==> config.mk <==
export PLATFORM = sky130hd
export DESIGN_NAME = acc_top
export DESIGN_NICKNAME = d
export VERILOG_FILES = /design/src/hdl/acc_pkg.sv /design/src/hdl/acc_sync2.sv /design/src/hdl/acc_edge_detect.sv /design/src/hdl/acc_top.sv
export SDC_FILE = /design/constraint.sdc
export NUM_CORES = 1
export LEC_CHECK = 0
export BUFFER_PORTS_ARGS = -buffer_cell sky130_fd_sc_hd__buf_2
export CORE_UTILIZATION = 42
export CTS_CLUSTER_DIAMETER = 150
export DETAILED_ROUTE_END_ITERATION = 12
export PLACE_DENSITY = 0.87
export SLEW_MARGIN = 25
export SYNTH_ARGS = -nofsm -noshare
export SYNTH_HDL_FRONTEND = slang
export SYNTH_HIERARCHICAL = 1
export SYNTH_SLANG_ARGS = --single-unit
==> constraint.sdc <==
create_clock -name CLOCK -period 2 [get_ports CLOCK]
set_input_delay 0.1 -clock CLOCK [delete_from_list [all_inputs] [get_ports CLOCK]]
set_output_delay 0.1 -clock CLOCK [all_outputs]
set_load 0.1 [all_outputs]
==> src/hdl/acc_pkg.sv <==
// Package for the analog comparator control block: register map, field positions,
// reset values and interrupt mode encodings.
// Assumes a 32-bit AXI4-Lite register bus with byte addresses.
package acc_pkg;

	// ------------------------------------------------------------
	// Register byte offsets
	// ------------------------------------------------------------
	localparam logic [7:0] OFS_CMP_CTRL_STATUS = 8'h30;
	localparam logic [7:0] OFS_CONV_CTRL_B = 8'h34;
	localparam logic [7:0] OFS_DIN_DISABLE = 8'h38;
	localparam logic [7:0] OFS_IRQ_STATUS = 8'h3C;
	localparam logic [7:0] OFS_IRQ_CLEAR = 8'h40;
	localparam logic [7:0] OFS_IRQ_ENABLE = 8'h44;

	// ------------------------------------------------------------
	// Field positions in the control and status, converter control B, input-disable and interrupt registers
	// ------------------------------------------------------------
	localparam int BIT_POWER_OFF = 7;
	localparam int BIT_BANDGAP = 6;
	localparam int BIT_RESULT = 5;
	localparam int BIT_FLAG = 4;
	localparam int BIT_IRQ_EN = 3;
	localparam int BIT_CAPTURE = 2;
	localparam int BIT_MODE_HI = 1;
	localparam int BIT_MODE_LO = 0;
	localparam int BIT_MUX_ENABLE = 6;
	localparam int BIT_NEG_IN_OFF = 1;
	localparam int BIT_POS_IN_OFF = 0;
	localparam int NUM_IRQ_SRC = 2;
	localparam int SRC_CMP_EVENT = 0;
	localparam int SRC_RESULT_CHANGE = 1;

	// ------------------------------------------------------------
	// Reset values and bus answers
	// ------------------------------------------------------------
	localparam logic [7:0] RST_CTRL = 8'h00;
	localparam logic [1:0] RST_DIN_OFF = 2'h0;
	localparam logic [1:0] RST_IRQ = 2'h0;
	localparam logic [1:0] RESP_OKAY = 2'h0;
	localparam logic [1:0] RESP_SLVERR = 2'h2;

	// ------------------------------------------------------------
	// Interrupt mode encodings
	// ------------------------------------------------------------
	typedef enum logic [1:0] {
		MODE_TOGGLE = 2'h0,
		MODE_RESERVED = 2'h1,
		MODE_FALL = 2'h2,
		MODE_RISE = 2'h3
	} acc_mode_t;

endpackage : acc_pkg

==> src/hdl/acc_sync2.sv <==
// Two-flop level synchroniser.
// Assumes the input may change at any time relative to clk.
`timescale 1ns/100ps
`default_nettype none
module acc_sync2 (
	// Clock and reset
	input wire logic clk,
	input wire logic rst_n,
	// Level in and out
	input wire logic d,
	output logic q
);
	logic meta_reg;

	// First stage feeds the second and nothing else
	always_ff @(posedge clk or negedge rst_n) begin
		if (!rst_n) begin
			meta_reg <= 1'b0;
			q <= 1'b0;
		end else begin
			meta_reg <= d;
			q <= meta_reg;
		end
	end
endmodule : acc_sync2
`default_nettype wire

==> src/hdl/acc_edge_detect.sv <==
// Edge detector on an already synchronised level, with mode selection.
// Assumes the sample input is synchronous to clk.
`timescale 1ns/100ps
`default_nettype none
module acc_edge_detect (
	// Clock and reset
	input wire logic clk,
	input wire logic rst_n,
	// Sample and mode
	input wire logic sample,
	input wire acc_pkg::acc_mode_t mode,
	// Results
	output logic toggle,
	output logic event_hit
);
	logic prev_reg;

	always_ff @(posedge clk or negedge rst_n) begin
		if (!rst_n) begin
			prev_reg <= 1'b0;
		end else begin
			prev_reg <= sample;
		end
	end

	assign toggle = sample ^ prev_reg;

	always_comb begin
		case (mode)
			acc_pkg::MODE_TOGGLE: event_hit = toggle;
			acc_pkg::MODE_FALL: event_hit = toggle & ~sample;
			acc_pkg::MODE_RISE: event_hit = toggle & sample;
			default: event_hit = 1'b0;
		endcase
	end
endmodule : acc_edge_detect
`default_nettype wire

==> src/hdl/acc_top.sv <==
// Control and status logic around an analog comparator, reached over AXI4-Lite.
// Assumes the comparator core, input multiplexer and timer capture sit outside;
// the converter enable, channel select, global enable and vector acknowledge are inputs.
//
// Overview of operation
// - Raw result is synchronised before it shows as the result bit.
// - Mode 00 toggle, 01 reserved, 10 falling edge, 11 rising edge.
// - Flag in bit 4 sets on an event matching the selected mode.
// - Flag clears on vector taken or on software writing one.
// - Interrupt request only while local enable, global enable and flag are set.
// - Power-off bit 7 switches the comparator off; settable any time.
// - Bandgap select bit 6 puts the reference on the positive input.
// - Capture-enable bit 2 routes the result to the timer capture front end.
// - Mux enabled and converter off: channel select picks converter pin 0 to 7.
// - Mux disabled or converter on: dedicated negative pin is used.
// - Mux-enable control sits at bit 6 of converter control register B.
// - Input-disable bits 1 and 0 turn off buffers; port bit reads zero.
`timescale 1ns/100ps
`default_nettype none
module acc_top (
	// Clock and reset
	input wire logic CLOCK,
	input wire logic RSTN,
	// AXI4-Lite write address and data
	input wire logic [7:0] AWADDR,
	input wire logic AWVALID,
	output logic AWREADY,
	input wire logic [31:0] WDATA,
	input wire logic [3:0] WSTRB,
	input wire logic WVALID,
	output logic WREADY,
	// AXI4-Lite write response
	output logic [1:0] BRESP,
	output logic BVALID,
	input wire logic BREADY,
	// AXI4-Lite read
	input wire logic [7:0] ARADDR,
	input wire logic ARVALID,
	output logic ARREADY,
	output logic [31:0] RDATA,
	output logic [1:0] RRESP,
	output logic RVALID,
	input wire logic RREADY,
	// Comparator core
	input wire logic CMP_RAW,
	output logic CMP_POWER_OFF,
	output logic BANDGAP_POSITIVE,
	output logic NEG_USE_MUX,
	output logic [2:0] NEG_CHANNEL,
	// Neighbouring units
	input wire logic CONVERTER_ENABLE,
	input wire logic [2:0] CHANNEL_SELECT,
	input wire logic GLOBAL_IRQ_ENABLE,
	input wire logic VECTOR_TAKEN,
	output logic CAPTURE_OUT,
	output logic CMP_IRQ_REQ,
	// Comparator pins, digital side
	input wire logic [1:0] PIN_DIN,
	output logic [1:0] PIN_INPUT_OFF,
	output logic [1:0] PIN_READ,
	// Block interrupt
	output logic IRQ
);

	// ------------------------------------------------------------
	// Reset release
	// ------------------------------------------------------------
	logic rst_meta_reg;
	logic rst_n;

	always_ff @(posedge CLOCK or negedge RSTN) begin
		if (!RSTN) begin
			rst_meta_reg <= 1'b0;
			rst_n <= 1'b0;
		end else begin
			rst_meta_reg <= 1'b1;
			rst_n <= rst_meta_reg;
		end
	end

	// ------------------------------------------------------------
	// Result synchronisation and edge detection
	// ------------------------------------------------------------
	logic cmp_result_sync;
	logic result_toggle;
	logic cmp_event;
	logic cmp_power_off_reg;
	logic bandgap_positive_select_reg;
	logic cmp_event_flag_reg;
	logic cmp_irq_enable_reg;
	logic capture_route_enable_reg;
	acc_pkg::acc_mode_t irq_mode_reg;
	logic negative_mux_enable_reg;
	logic [1:0] din_off_reg;
	logic [1:0] irq_status_reg;
	logic [1:0] irq_enable_reg;

	acc_sync2 u_sync (
		.clk(CLOCK),
		.rst_n(rst_n),
		.d(CMP_RAW),
		.q(cmp_result_sync)
	);

	// Edges come only from the synchronised copy, never the raw input
	acc_edge_detect u_edge (
		.clk(CLOCK),
		.rst_n(rst_n),
		.sample(cmp_result_sync),
		.mode(irq_mode_reg),
		.toggle(result_toggle),
		.event_hit(cmp_event)
	);

	// ------------------------------------------------------------
	// AXI4-Lite slave
	// ------------------------------------------------------------
	logic aw_have_reg;
	logic w_have_reg;
	logic [7:0] awaddr_reg;
	logic [31:0] wdata_reg;
	logic [3:0] wstrb_reg;
	logic wr_do;
	logic aw_have_next;
	logic w_have_next;
	logic bvalid_next;
	logic [31:0] rd_word;
	logic rd_ok;

	// Write happens one cycle after both halves are held; response rises on the same edge
	assign wr_do = aw_have_reg & w_have_reg & ~BVALID;

	always_comb begin
		aw_have_next = aw_have_reg;
		w_have_next = w_have_reg;
		bvalid_next = BVALID;
		if (AWVALID && AWREADY)
			aw_have_next = 1'b1;
		if (WVALID && WREADY)
			w_have_next = 1'b1;
		if (wr_do) begin
			aw_have_next = 1'b0;
			w_have_next = 1'b0;
			bvalid_next = 1'b1;
		end else if (BVALID && BREADY) begin
			bvalid_next = 1'b0;
		end
	end

	always_ff @(posedge CLOCK or negedge rst_n) begin
		if (!rst_n) begin
			aw_have_reg <= 1'b0;
			w_have_reg <= 1'b0;
			AWREADY <= 1'b0;
			WREADY <= 1'b0;
			BVALID <= 1'b0;
		end else begin
			aw_have_reg <= aw_have_next;
			w_have_reg <= w_have_next;
			BVALID <= bvalid_next;
			AWREADY <= ~aw_have_next & ~bvalid_next;
			WREADY <= ~w_have_next & ~bvalid_next;
		end
	end

	always_ff @(posedge CLOCK or negedge rst_n) begin
		if (!rst_n) begin
			awaddr_reg <= 8'h00;
			wdata_reg <= 32'h0000_0000;
			wstrb_reg <= 4'h0;
			BRESP <= acc_pkg::RESP_OKAY;
		end else begin
			if (AWVALID && AWREADY)
				awaddr_reg <= AWADDR;
			if (WVALID && WREADY) begin
				wdata_reg <= WDATA;
				wstrb_reg <= WSTRB;
			end
			if (wr_do) begin
				case (awaddr_reg)
					acc_pkg::OFS_CMP_CTRL_STATUS, acc_pkg::OFS_CONV_CTRL_B, acc_pkg::OFS_DIN_DISABLE,
					acc_pkg::OFS_IRQ_STATUS, acc_pkg::OFS_IRQ_CLEAR, acc_pkg::OFS_IRQ_ENABLE:
						BRESP <= acc_pkg::RESP_OKAY;
					default: BRESP <= acc_pkg::RESP_SLVERR;
				endcase
			end
		end
	end

	logic wr_lane0;
	assign wr_lane0 = wr_do & wstrb_reg[0];

	always_comb begin
		rd_ok = 1'b1;
		rd_word = 32'h0000_0000;
		case (ARADDR)
			acc_pkg::OFS_CMP_CTRL_STATUS: begin
				rd_word[acc_pkg::BIT_POWER_OFF] = cmp_power_off_reg;
				rd_word[acc_pkg::BIT_BANDGAP] = bandgap_positive_select_reg;
				rd_word[acc_pkg::BIT_RESULT] = cmp_result_sync;
				rd_word[acc_pkg::BIT_FLAG] = cmp_event_flag_reg;
				rd_word[acc_pkg::BIT_IRQ_EN] = cmp_irq_enable_reg;
				rd_word[acc_pkg::BIT_CAPTURE] = capture_route_enable_reg;
				rd_word[acc_pkg::BIT_MODE_HI:acc_pkg::BIT_MODE_LO] = irq_mode_reg;
			end
			acc_pkg::OFS_CONV_CTRL_B: rd_word[acc_pkg::BIT_MUX_ENABLE] = negative_mux_enable_reg;
			acc_pkg::OFS_DIN_DISABLE: rd_word[1:0] = din_off_reg;
			acc_pkg::OFS_IRQ_STATUS: rd_word[1:0] = irq_status_reg;
			acc_pkg::OFS_IRQ_CLEAR: rd_word = 32'h0000_0000;
			acc_pkg::OFS_IRQ_ENABLE: rd_word[1:0] = irq_enable_reg;
			default: rd_ok = 1'b0;
		endcase
	end

	always_ff @(posedge CLOCK or negedge rst_n) begin
		if (!rst_n) begin
			ARREADY <= 1'b0;
			RVALID <= 1'b0;
			RDATA <= 32'h0000_0000;
			RRESP <= acc_pkg::RESP_OKAY;
		end else begin
			if (ARVALID && ARREADY) begin
				ARREADY <= 1'b0;
				RVALID <= 1'b1;
				RDATA <= rd_word;
				RRESP <= rd_ok ? acc_pkg::RESP_OKAY : acc_pkg::RESP_SLVERR;
			end else if (RVALID && RREADY) begin
				RVALID <= 1'b0;
				ARREADY <= 1'b1;
			end else if (!RVALID) begin
				ARREADY <= 1'b1;
			end
		end
	end

	// ------------------------------------------------------------
	// Control registers
	// ------------------------------------------------------------
	// Mode and power changes are not gated by the enable; software disables first
	always_ff @(posedge CLOCK or negedge rst_n) begin
		if (!rst_n) begin
			cmp_power_off_reg <= acc_pkg::RST_CTRL[acc_pkg::BIT_POWER_OFF];
			bandgap_positive_select_reg <= acc_pkg::RST_CTRL[acc_pkg::BIT_BANDGAP];
			cmp_irq_enable_reg <= acc_pkg::RST_CTRL[acc_pkg::BIT_IRQ_EN];
			capture_route_enable_reg <= acc_pkg::RST_CTRL[acc_pkg::BIT_CAPTURE];
			irq_mode_reg <= acc_pkg::MODE_TOGGLE;
			negative_mux_enable_reg <= acc_pkg::RST_CTRL[acc_pkg::BIT_MUX_ENABLE];
			din_off_reg <= acc_pkg::RST_DIN_OFF;
			irq_enable_reg <= acc_pkg::RST_IRQ;
		end else if (wr_lane0) begin
			case (awaddr_reg)
				acc_pkg::OFS_CMP_CTRL_STATUS: begin
					cmp_power_off_reg <= wdata_reg[acc_pkg::BIT_POWER_OFF];
					bandgap_positive_select_reg <= wdata_reg[acc_pkg::BIT_BANDGAP];
					cmp_irq_enable_reg <= wdata_reg[acc_pkg::BIT_IRQ_EN];
					capture_route_enable_reg <= wdata_reg[acc_pkg::BIT_CAPTURE];
					irq_mode_reg <= acc_pkg::acc_mode_t'(wdata_reg[acc_pkg::BIT_MODE_HI:acc_pkg::BIT_MODE_LO]);
				end
				acc_pkg::OFS_CONV_CTRL_B: negative_mux_enable_reg <= wdata_reg[acc_pkg::BIT_MUX_ENABLE];
				acc_pkg::OFS_DIN_DISABLE: din_off_reg <= wdata_reg[1:0];
				acc_pkg::OFS_IRQ_ENABLE: irq_enable_reg <= wdata_reg[1:0];
				default: ;
			endcase
		end
	end

	// ------------------------------------------------------------
	// Event flag and interrupt status
	// ------------------------------------------------------------
	logic flag_wr_clear;
	logic [1:0] status_clear;
	logic [1:0] status_set;

	assign flag_wr_clear = wr_lane0 && awaddr_reg == acc_pkg::OFS_CMP_CTRL_STATUS
		&& wdata_reg[acc_pkg::BIT_FLAG];
	assign status_clear = (wr_lane0 && awaddr_reg == acc_pkg::OFS_IRQ_CLEAR) ? wdata_reg[1:0] : 2'h0;
	assign status_set = {result_toggle, cmp_event};

	// A new event in the clearing cycle wins so no edge is lost
	always_ff @(posedge CLOCK or negedge rst_n) begin
		if (!rst_n) begin
			cmp_event_flag_reg <= acc_pkg::RST_CTRL[acc_pkg::BIT_FLAG];
		end else if (cmp_event) begin
			cmp_event_flag_reg <= 1'b1;
		end else if (VECTOR_TAKEN || flag_wr_clear) begin
			cmp_event_flag_reg <= 1'b0;
		end
	end

	always_ff @(posedge CLOCK or negedge rst_n) begin
		if (!rst_n) begin
			irq_status_reg <= acc_pkg::RST_IRQ;
		end else begin
			irq_status_reg <= (irq_status_reg & ~status_clear) | status_set;
		end
	end

	// ------------------------------------------------------------
	// Outputs
	// ------------------------------------------------------------
	always_ff @(posedge CLOCK or negedge rst_n) begin
		if (!rst_n) begin
			CMP_IRQ_REQ <= 1'b0;
			IRQ <= 1'b0;
			CMP_POWER_OFF <= 1'b0;
			BANDGAP_POSITIVE <= 1'b0;
			CAPTURE_OUT <= 1'b0;
			NEG_USE_MUX <= 1'b0;
			NEG_CHANNEL <= 3'h0;
			PIN_INPUT_OFF <= 2'h0;
			PIN_READ <= 2'h0;
		end else begin
			CMP_IRQ_REQ <= cmp_event_flag_reg & cmp_irq_enable_reg & GLOBAL_IRQ_ENABLE;
			IRQ <= |(irq_status_reg & irq_enable_reg);
			CMP_POWER_OFF <= cmp_power_off_reg;
			BANDGAP_POSITIVE <= bandgap_positive_select_reg;
			CAPTURE_OUT <= capture_route_enable_reg & cmp_result_sync;
			NEG_USE_MUX <= negative_mux_enable_reg & ~CONVERTER_ENABLE;
			NEG_CHANNEL <= (negative_mux_enable_reg & ~CONVERTER_ENABLE) ? CHANNEL_SELECT : 3'h0;
			PIN_INPUT_OFF <= din_off_reg;
			PIN_READ <= PIN_DIN & ~din_off_reg;
		end
	end
endmodule : acc_top
`default_nettype wire

==> impl_metrics.yaml, run 1 <==
sta:
  min_period_over_period_pct: 90.0
  fin_tns_setup_ps: 0
  fmax_mhz: 556
  hold_viol_final: 0
  finalCriticalPeriod_ps: 1800
  slew_viol_final: 0
  grt_setup_unrepaired: "false"
  final-setup-viol-count: 0
  skew_ps: 7.14
  worst_slack_ps: 201
logic_synthesis:
  synth_compound_area_share_pct: 5.66
  yosys.area.top_type_share_pct: 59.4
  yosys.area_share.simple_pct: 13.3
  synth_top_area_cell: "dfrtp_1"
  syn_inst: 221
  synth_adder_area_share_pct: 0
  synth_mux_area_share_pct: 12.3
  synth.area.top_cells: "dfrtp_1, mux2_2, buf_4"
  ys_ff_latch: 65
  ys_types: 38
  yosysSeqAreaShare_pct: 59.4
  avgSynthCellArea_sq_um: 12.4
  synth_top_family_by_area: "simple AND/OR/NAND/NOR gates"
  synth_warnings: 6
  synth_xor_area_share_pct: 0.639
  synth_area_sq_um: 2740
cells_and_area:
  layout_common_cells: "buf_2, dfrtp_1, mux2_2, conb_1, nand2_1"
  multiInputGateArea_sq_um: 975
  antenna_cells: 0
  syn2layout_area_growth_pct: 27.1
  fillers: 538
  layout.nets: 383
  final_common_cell: "buf_2"
  seq_area_sq_um: 1630
  drive_gt1_share_pct: 39.1
grt:
  grt_max_degree: 45
  grt-ovfl-total: 0
  antenna_found_initial: 0
  grt_pass1_wl_um: 8410
  grt_pass1_vias: 1801
  grt_use_total_pct: 17.0
worst_setup_path:
  crit_fanout: 6
  startpoint_type: "register"
  setup.worst_path.class: "register to register"
  critical_path_arrival_ps: 2020
  end_kind: "register"
  cp.required_ps: 2220
clocking:
  clock_latency_ps: 330
  numCtsBuffers: 9
  post-cts-setup-buffers: 0
  path_clk_slew_ps: 70
  cts_tree: "done"
  htree_levels: 3
  cts_buffer_depth: 2
  cts.repair.resized: 0
  clock-sinks: 65
  root_buffer: "clkbuf_8"
placement:
  io_buffer_count: 67
  dp_hpwl_um: 3560
  place_ws_ps: 221
  gp_congestion: 0.772
worst_hold_path:
  hp-class: "primary input to register"
power:
  power.density_nw_per_um2: 1230
  vdd_drop_max_mv: 1.53
  p_leak_nw: 1.73
  finalPower_mw: 4.29
drt:
  ant_nets: 0
  wl_per_cell_um: 13.1
  drt_pass1_iterations: 4
  wl_um: 5180
  via_per_inst: 4.78
  drc: 0
  vias: 1899
  drt_iter0_drc: 80
floorplan:
  die_h_um: 82.8
  design.core.area_sq_um: 6310
  io-pin-count: 122
  initial_core_util_pct: 43.4
  die-width_um: 82.8
  floorplan.die_area_sq_um: 6850
  rows: 29
run:
  drv_cap: 0
run_status:
  status: "finished clean"
layout make-up:
type | count | area share, %
Timing Repair Buffer | 88 | 15.8
Clock buffer | 12 | 4.74
Sequential cell | 65 | 46.8
Clock inverter | 4 | 1.44
Tap cell | 77 | 2.77
Inverter | 4 | 0.431
Multi-Input combinational cell | 147 | 28.0
through the flow:
step | util, % | cell area [sq um] | cells | hold slack (ps)
global route | 55.2 | 3480 | 397 | 2.93
global placement | 48.9 | 3090 | 363 | -114
finish | 55.2 | 3480 | 397 | 10.8
floorplan | - | 2840 | 246 | -196
detailed placement | 48.9 | 3090 | 363 | -111
CTS | 55.0 | 3470 | 396 | 0.270
report_power, final:
group	switching [mW]	internal, mW	leakage, nW
combinational	0.926	0.380	0.804
clock	0.479	0.675	0.105
sequential	0.236	1.59	0.819
per-layer routing:
| layer | wire, um | share of wire, % | track usage, % | vias to the layer above |
|---|---|---|---|---|
| met3 | 298 | 5.8 | 3.72 | 10 |
| met5 | 0 | 0 | 0 | - |
| li1 | - | - | - | 893 |
| met2 | 2470 | 48 | 27.3 | 77 |
| met1 | 2310 | 45 | 21.2 | 919 |
| met4 | 105 | 2.0 | 9.83 | 0 |
worst paths after layout:
path / startpoint / end / slack, ps / cells past startpoint
hold reg to reg: rst_n / capture_route_enable_reg / 210 / 0
max in group asynchronous: rst_n / irq_mode_reg[1] / 1200 / 1
min in group asynchronous: RSTN / rst_meta_reg / 80 / 2
setup / recovery: BVALID / din_off_reg[1] / 200 / 5
hold / removal: PIN_DIN[0] / PIN_READ[0] / 10 / 2
setup reg to reg: BVALID / din_off_reg[1] / 200 / 5
synthesized netlist by cell type:
| cell | n |
|---|---|
| dfrtp_1 | 65 |
| o21ai_0 | 11 |
| nand2_1 | 21 |
| nand4_1 | 1 |
| buf_6 | 1 |
| buf_4 | 26 |
| nor2_1 | 6 |
| xor2_1 | 1 |
| inv_1 | 4 |
| nor3b_1 | 4 |
| and2_1 | 5 |
| or4b_2 | 2 |
| nor3_1 | 2 |
| a2bb2oi_1 | 2 |
| a21oi_1 | 5 |
| nand2b_1 | 1 |
| o22a_2 | 1 |
| and3b_1 | 1 |
| mux2_2 | 29 |
| xnor2_1 | 1 |
| nand3b_1 | 1 |
| and4_2 | 1 |
| a21o_1 | 2 |
| a22o_1 | 2 |
| and3_1 | 1 |
| nor4b_1 | 1 |
| a31oi_1 | 1 |
| conb_1 | 2 |
| or2_2 | 2 |
| nand3_1 | 3 |
| mux2i_1 | 1 |
| or3_1 | 2 |
| nor3b_4 | 1 |
| or4_1 | 1 |
| nor2b_1 | 6 |
| and4b_4 | 1 |
| o41ai_1 | 1 |
| clkbuf_1 | 3 |
cell families after synthesis:
group           after synthesis
simple gates                 63
xor+xnor                      2
buf+inv                      34
compound gates               25
other cells                   2
flops                        65
mux                          30
what timing repair did:
item                       4_1_cts  5_1_grt
hold endpoints to repair        18        1
hold buffers                    17        1
setup endpoints to repair        0        0
critical path: stages (launching register included):
cell and delay, ps:
dfrtp_4 490, and3b_1 240, buf_4 150, nand4_1 90, nor3_1 340, mux2_2 390
Note: power is estimated with default switching activity, not from simulation.
==> inputs of run 2 (changes only) <==
- SYNTH_HIERARCHICAL: 1 -> default
==> run 2 against run 1 <==
Count of clock-buffer cells in the layout shrank 2. Total power down 5.7%. Clock power decreased by 15%. Final area shrank 1.7%. Wire length down 4.2%. Hold slack better by 2.9 ps. Cell count is 3.5% lower. Critical endpoint is now irq_mode_reg[0]. Largest cell class unchanged.
==> impl_metrics.yaml, run 2 <==
worst_hold_path:
  hold_depth: 2
  worstHoldStart: "WDATA[4]"
  hp-class: "primary input to register"
  whs_endpoint: "wdata_reg[4]"
power:
  power.density_nw_per_um2: 1180
  vdd_drop_max_mv: 1.09
  p_leak_nw: 1.71
grt:
  antenna_found_initial: 0
  met2_usage_pct: 27.8
  top_usage_layer: "met2"
  grt_max_degree: 31
  grt_use_total_pct: 16.2
  grt-ovfl-total: 0
  grt_pass1_vias: 1779
  met3_usage_pct: 4.18
  grt_pass1_wl_um: 8090
  grt_util_met1_pct: 19.5
sta:
  tightestPinTransition_ps: 568
  relSlewSlack_pct: 61.6
  worst_slack_ps: 423
  hold_ws_ps: 13.6
  hold_viol_final: 0
  fin_tns_setup_ps: 0
  slew_viol_final: 0
  min_period_over_period_pct: 78.9
  fmax_mhz: 634
  final-setup-viol-count: 0
  finalCriticalPeriod_ps: 1580
  skew_ps: 9.42
  grt_setup_unrepaired: "false"
logic_synthesis:
  avgSynthCellArea_sq_um: 13.1
  synth_most_common_cell: "dfrtp_1"
  ys_types: 42
  synth_top_area_cell: "dfrtp_1"
  synth_xor_area_share_pct: 0.321
  synthFlopType: "dfrtp_1"
  async_reset_ff_share_pct: 100
  yosysSeqAreaShare_pct: 59.6
  synth_compound_area_share_pct: 7.70
  synth_edf_count: 0
  synth_top_family_by_area: "multiplexers"
  ys_ff_latch: 65
  synth_adder_area_share_pct: 0
  syn_inst: 208
  yosys-top-cells-count: "dfrtp_1, mux2_2, buf_4, nand2_1"
  synth_warnings: 0
  synth_mux_area_share_pct: 12.2
  yosys.area_share.simple_pct: 11.7
  synth_area_sq_um: 2730
  synth.area.top_cells: "dfrtp_1, mux2_2, buf_4"
  yosys.area.top_type_share_pct: 59.6
clocking:
  root_buffer: "clkbuf_8"
  cts_buffer_depth: 2
  clock_latency_ps: 330
  cts.repair.resized: 0
  htree_levels: 3
  cts_tree: "done"
  numCtsBuffers: 9
  clock-sinks: 65
  path_clk_slew_ps: 70
  post-cts-setup-buffers: 0
worst_setup_path:
  cp.required_ps: 2200
  setup.worst_path.class: "register to register"
  cpLargestDelayFamily: "simple AND/OR/NAND/NOR gates"
  worstReg2RegStart: "BVALID"
  reg2regPathDepth: 3
  critical_path_arrival_ps: 1780
  crit_buf_inv: 0
  r2r-end: "irq_mode_reg[0]"
  startpoint_type: "register"
  crit_chain: "and3b_2 > and4_1 > mux2_2"
  end_kind: "register"
  crit_fanout: 7
  max_stage_delay_ps: 400
  rrSetupSlack_ps: 420
  cpMaxStageDelayCell: "dfrtp_1"
floorplan:
  die_h_um: 82.6
  rows: 29
  die-width_um: 82.6
  io-pin-count: 122
  initial_core_util_pct: 43.2
  floorplan.die_area_sq_um: 6820
  design.core.area_sq_um: 6310
drt:
  wl_um: 4970
  drt_iter0_drc: 91
  vias: 1814
  wl_per_cell_um: 13.0
  ant_nets: 0
  drc: 0
  via_per_inst: 4.74
  drt_pass1_iterations: 5
cells_and_area:
  antenna_cells: 0
  final_common_cell: "buf_2"
  drive_gt1_share_pct: 39.9
  syn2layout_area_growth_pct: 25.5
  layout_common_cells: "buf_2, dfrtp_1, mux2_2, conb_1, dlygate4sd3_1"
  fillers: 556
  layout.nets: 369
placement:
  dp_hpwl_um: 3640
  place_ws_ps: 395
  gp_congestion: 0.796
  io_buffer_count: 67
run:
  drv_cap: 0
run_status:
  status: "finished clean"
-- run 2: worst max-delay path by stage --
| stage | from | endpoint | slack, ps | depth (start not counted) |
|---|---|---|---|---|
| 4_1_cts | awaddr_reg[1] | irq_mode_reg[0] | 380 | 3 |
| 3_5_place_dp | awaddr_reg[1] | irq_mode_reg[0] | 400 | 3 |
| 3_3_place_gp | awaddr_reg[1] | bandgap_positive_select_reg | 410 | 3 |
| 2_1_floorplan | BVALID | irq_enable_reg[0] | 50 | 4 |
| 5_1_grt | awaddr_reg[1] | cmp_irq_enable_reg | 310 | 3 |
| 6_report | BVALID | irq_mode_reg[0] | 420 | 3 |
-- run 2: kinds of logic (layout without fill, tap and decap cells) --
family,after synthesis,after routing
AOI/OAI and AO/OA,29,29
DFF,65,65
and+or+nand+nor,48,48
muxes,30,30
xor gates and xnor gates,1,1
buffers and inverters,33,106
other,2,27
-- run 2: metal layers --
layer / routed length, um / share of wire (%) / vias up
met5: 0 / 0 / -
met4: 35 / 0.70 / 0
met3: 286 / 5.8 / 3
met2: 2520 / 51 / 61
met1: 2130 / 43 / 886
li1: - / - / 864
-- run 2: power breakdown --
group          switching (mW)  internal (mW)
Combinational           0.907          0.366
Clock                   0.494          0.482
Sequential              0.212           1.59
Total                    1.61           2.43
-- run 2: layout make-up --
cell class                      instances  area, sq um  area share, %
Clock inverter                          6         43.8           1.28
Inverter                                4         15.0          0.438
Tap cell                               77         96.3           2.81
Timing Repair Buffer                   86          531           15.5
Sequential cell                        65         1630           47.5
Clock buffer                           10          138           4.02
Multi-Input combinational cell        135          973           28.4
-- run 2: stage by stage --
step / cell area, sq um / total power [mW] / cells / utilization, %
6_report: 3420 / 4.05 / 383 / 54.2
3_5_place_dp: 3080 / 3.08 / 351 / 48.8
2_1_floorplan: 2820 / 2.87 / 233 / -
4_1_cts: 3420 / 4.09 / 383 / 54.2
3_3_place_gp: 3080 / 3.03 / 351 / 48.8
5_1_grt: 3420 / 4.27 / 383 / 54.2
-- run 2: repair_timing --
action | CTS | global route
endpoints found under the hold margin | 17 | 0
endpoints found under the setup margin | 0 | 0
hold buffers | 16 | 0
==> inputs of run 3 (changes only) <==
- ABC_AREA: default -> 1
- CORE_UTILIZATION: 42 -> 43
- PLACE_DENSITY: 0.87 -> 0.88
- clock period: 2 -> 1.3 ns (I/O delays scaled with it)
==> run 3 against run 2 <==
The flow now finishes with violations (DRC). Via count increased by 29%. Non-clock buffer count increased by 25. First-iteration DRC count increased by 56%. Die area grew 2.9%. Wire length is 15% higher. Cell count grew 34%. Clock skew decreased by 2.2 ps. Sequential cell count did not move. Critical path type unchanged.
==> impl_metrics.yaml, run 3 <==
run_status:
  status: "finished with violations"
  violations: "DRC"
power:
  internal_power_mw: 4.20
  pwr-share-clk_pct: 26.4
  vdd_drop_max_mv: 1.65
  power.density_nw_per_um2: 1830
  power.sequential.fraction_pct: 38.1
  p_sw_mw: 2.90
  p_leak_nw: 2.06
  pwr-share-comb_pct: 35.5
  p_sw_share_pct: 40.8
run:
  drv_cap: 0
clocking:
  cts_buffer_depth: 2
  path_clk_slew_ps: 70
  numCtsBuffers: 9
  htree_levels: 3
  clock_latency_ps: 330
  clock-sinks: 65
  cts_tree: "done"
  root_buffer: "clkbuf_8"
drt:
  drc: 18
  drt_pass1_iterations: 8
  wl_um: 5720
  ant_nets: 0
  vias: 2331
  drt_iter0_drc: 142
  wl_per_cell_um: 11.1
  via_per_inst: 4.54
grt:
  grt_pass1_vias: 2305
  grt-ovfl-total: 0
  grt_use_total_pct: 17.8
  grt_pass1_wl_um: 9810
  antenna_found_initial: 0
  grt_max_degree: 64
cells_and_area:
  final_common_cell: "nand2_1"
  fillers: 558
  layout_common_cells: "nand2_1, buf_2, dfrtp_1, inv_1"
  seq_area_sq_um: 1640
  drive_gt1_share_pct: 31.1
  syn2layout_area_growth_pct: 34.7
  antenna_cells: 0
  stdcell_area_sq_um: 3880
  layout.nets: 500
  multiInputGateArea_sq_um: 987
sta:
  finalCriticalPeriod_ps: 1270
  slew_viol_final: 0
  final-setup-viol-count: 0
  grt_setup_unrepaired: "true"
  hold_viol_final: 0
  worst_slack_ps: 26.8
  fmax_mhz: 785
  min_period_over_period_pct: 97.9
  skew_ps: 7.25
floorplan:
  die_h_um: 83.8
  rows: 29
  die-width_um: 83.8
  design.core.area_sq_um: 6420
  io-pin-count: 122
  floorplan.die_area_sq_um: 7020
  initial_core_util_pct: 44.8
logic_synthesis:
  synth.area.top_cells: "dfrtp_1, nand2_1, buf_4"
  avgSynthCellArea_sq_um: 9.11
  synth_area_sq_um: 2880
  synth_edf_count: 0
  synth_most_common_cell: "nand2_1"
  yosys-top-cells-count: "nand2_1, dfrtp_1, inv_1, o21ai_0, buf_4"
  syn_inst: 316
  synth_top_area_cell: "dfrtp_1"
  ys_ff_latch: 65
  yosys.area.top_type_share_pct: 56.5
  ys_types: 27
  synth_warnings: 0
  async_reset_ff_share_pct: 100
  yosysSeqAreaShare_pct: 56.5
  synthFlopType: "dfrtp_1"
worst_hold_path:
  hp-class: "primary input to asynchronous set/reset pin"
worst_setup_path:
  cpLargestDelayFamily: "flip-flops"
  crit_chain: "inv_4 > nand3_4 > nor2_4 > buf_6 > nand2_4 > o21ai_1 > nand2_1"
  cpMaxStageDelayCell: "dfrtp_4"
  rrSetupSlack_ps: 30
  startpoint_type: "register"
  setup.worst_path.class: "register to register"
  worstReg2RegStart: "BVALID"
  max_stage_delay_ps: 490
  crit_buf_inv: 2
  end_kind: "register"
  critical_path_arrival_ps: 1490
  r2r-end: "irq_status_reg[1]"
  cp.required_ps: 1510
  crit_fanout: 4
  reg2regPathDepth: 7
placement:
  place_ws_ps: 10.5
  post_dp_cell_area_sq_um: 3270
  io_buffer_count: 67
  dp_hpwl_um: 3750
  gp_congestion: 0.778
[run 3: per-stage QoR]
| stage | hold slack, ps | power, mW | std cells | util [%] | setup TNS [ps] |
|---|---|---|---|---|---|
| after CTS | 21.4 | 7.02 | 507 | 58.9 | 0 |
| after global placement | -149 | 4.97 | 462 | 50.9 | 0 |
| after detailed placement | -148 | 5.03 | 462 | 50.9 | 0 |
| after floorplan | -231 | 4.66 | 341 | - | -608 |
| after global routing | 31.1 | 7.50 | 514 | 60.4 | -247 |
| final | 39.8 | 7.11 | 514 | 60.4 | 0 |
[run 3: worst max-delay path by stage]
| stage | end | slack, ps | cells past startpoint | start |
|---|---|---|---|---|
| after global routing | irq_status_reg[1] | -50 | 7 | BVALID |
| final | irq_status_reg[1] | 30 | 7 | BVALID |
| after floorplan | irq_mode_reg[0] | -110 | 7 | BVALID |
| after global placement | cmp_event_flag_reg | 40 | 8 | awaddr_reg[0] |
| after detailed placement | cmp_power_off_reg | 10 | 8 | awaddr_reg[0] |
| after CTS | irq_status_reg[1] | 20 | 7 | BVALID |
[run 3: repair_timing]
item	4_1_cts	5_1_grt
pin swaps	1	5
hold endpoints to repair	29	0
hold buffers	29	0
setup buffers	0	7
endpoints found under the setup margin	2	14
gates resized for setup	1	15
[run 3: power by group through the flow]
stage	clock network [mW]	logic, mW	registers [mW]
2_1_floorplan	0	1.18	3.48
3_3_place_gp	0	2.25	2.72
3_5_place_dp	0	2.30	2.73
4_1_cts	1.93	2.39	2.70
5_1_grt	2.03	2.72	2.75
6_report	1.87	2.52	2.71
[run 3: worst reg2reg max path, stage by stage, from the launching register on]
cell,delay [ps]
dfrtp_4,490
inv_4,70
nand3_4,70
nor2_4,150
buf_6,140
nand2_4,50
o21ai_1,130
nand2_1,60
[run 3: area by class of cell]
| cell class | count | share of cell area (%) |
|---|---|---|
| clock buffer | 11 | 3.65 |
| multi-input combinational | 201 | 25.5 |
| sequential | 65 | 42.4 |
| inverter | 44 | 4.42 |
| tap | 77 | 2.48 |
| timing repair buffer | 111 | 19.6 |
| clock inverter | 5 | 2.03 |
[run 3: cells by family after synthesis]
family	Yosys count	share of synthesized area, %
AOI/OAI and AO/OA	47	9.52
xor gates and xnor gates	1	0.304
buffers and inverters	75	13.8
DFF	65	56.5
other	2	0.261
and+or+nand+nor	126	19.6
[run 3: per-layer routing]
| metal | wire [um] | global-route usage (%) | vias up |
|---|---|---|---|
| met5 | 0 | 0 | - |
| met4 | 64 | 5.64 | 0 |
| met3 | 367 | 5.54 | 7 |
| met2 | 2890 | 30.0 | 77 |
| met1 | 2390 | 21.7 | 1090 |
| li1 | - | - | 1157 |
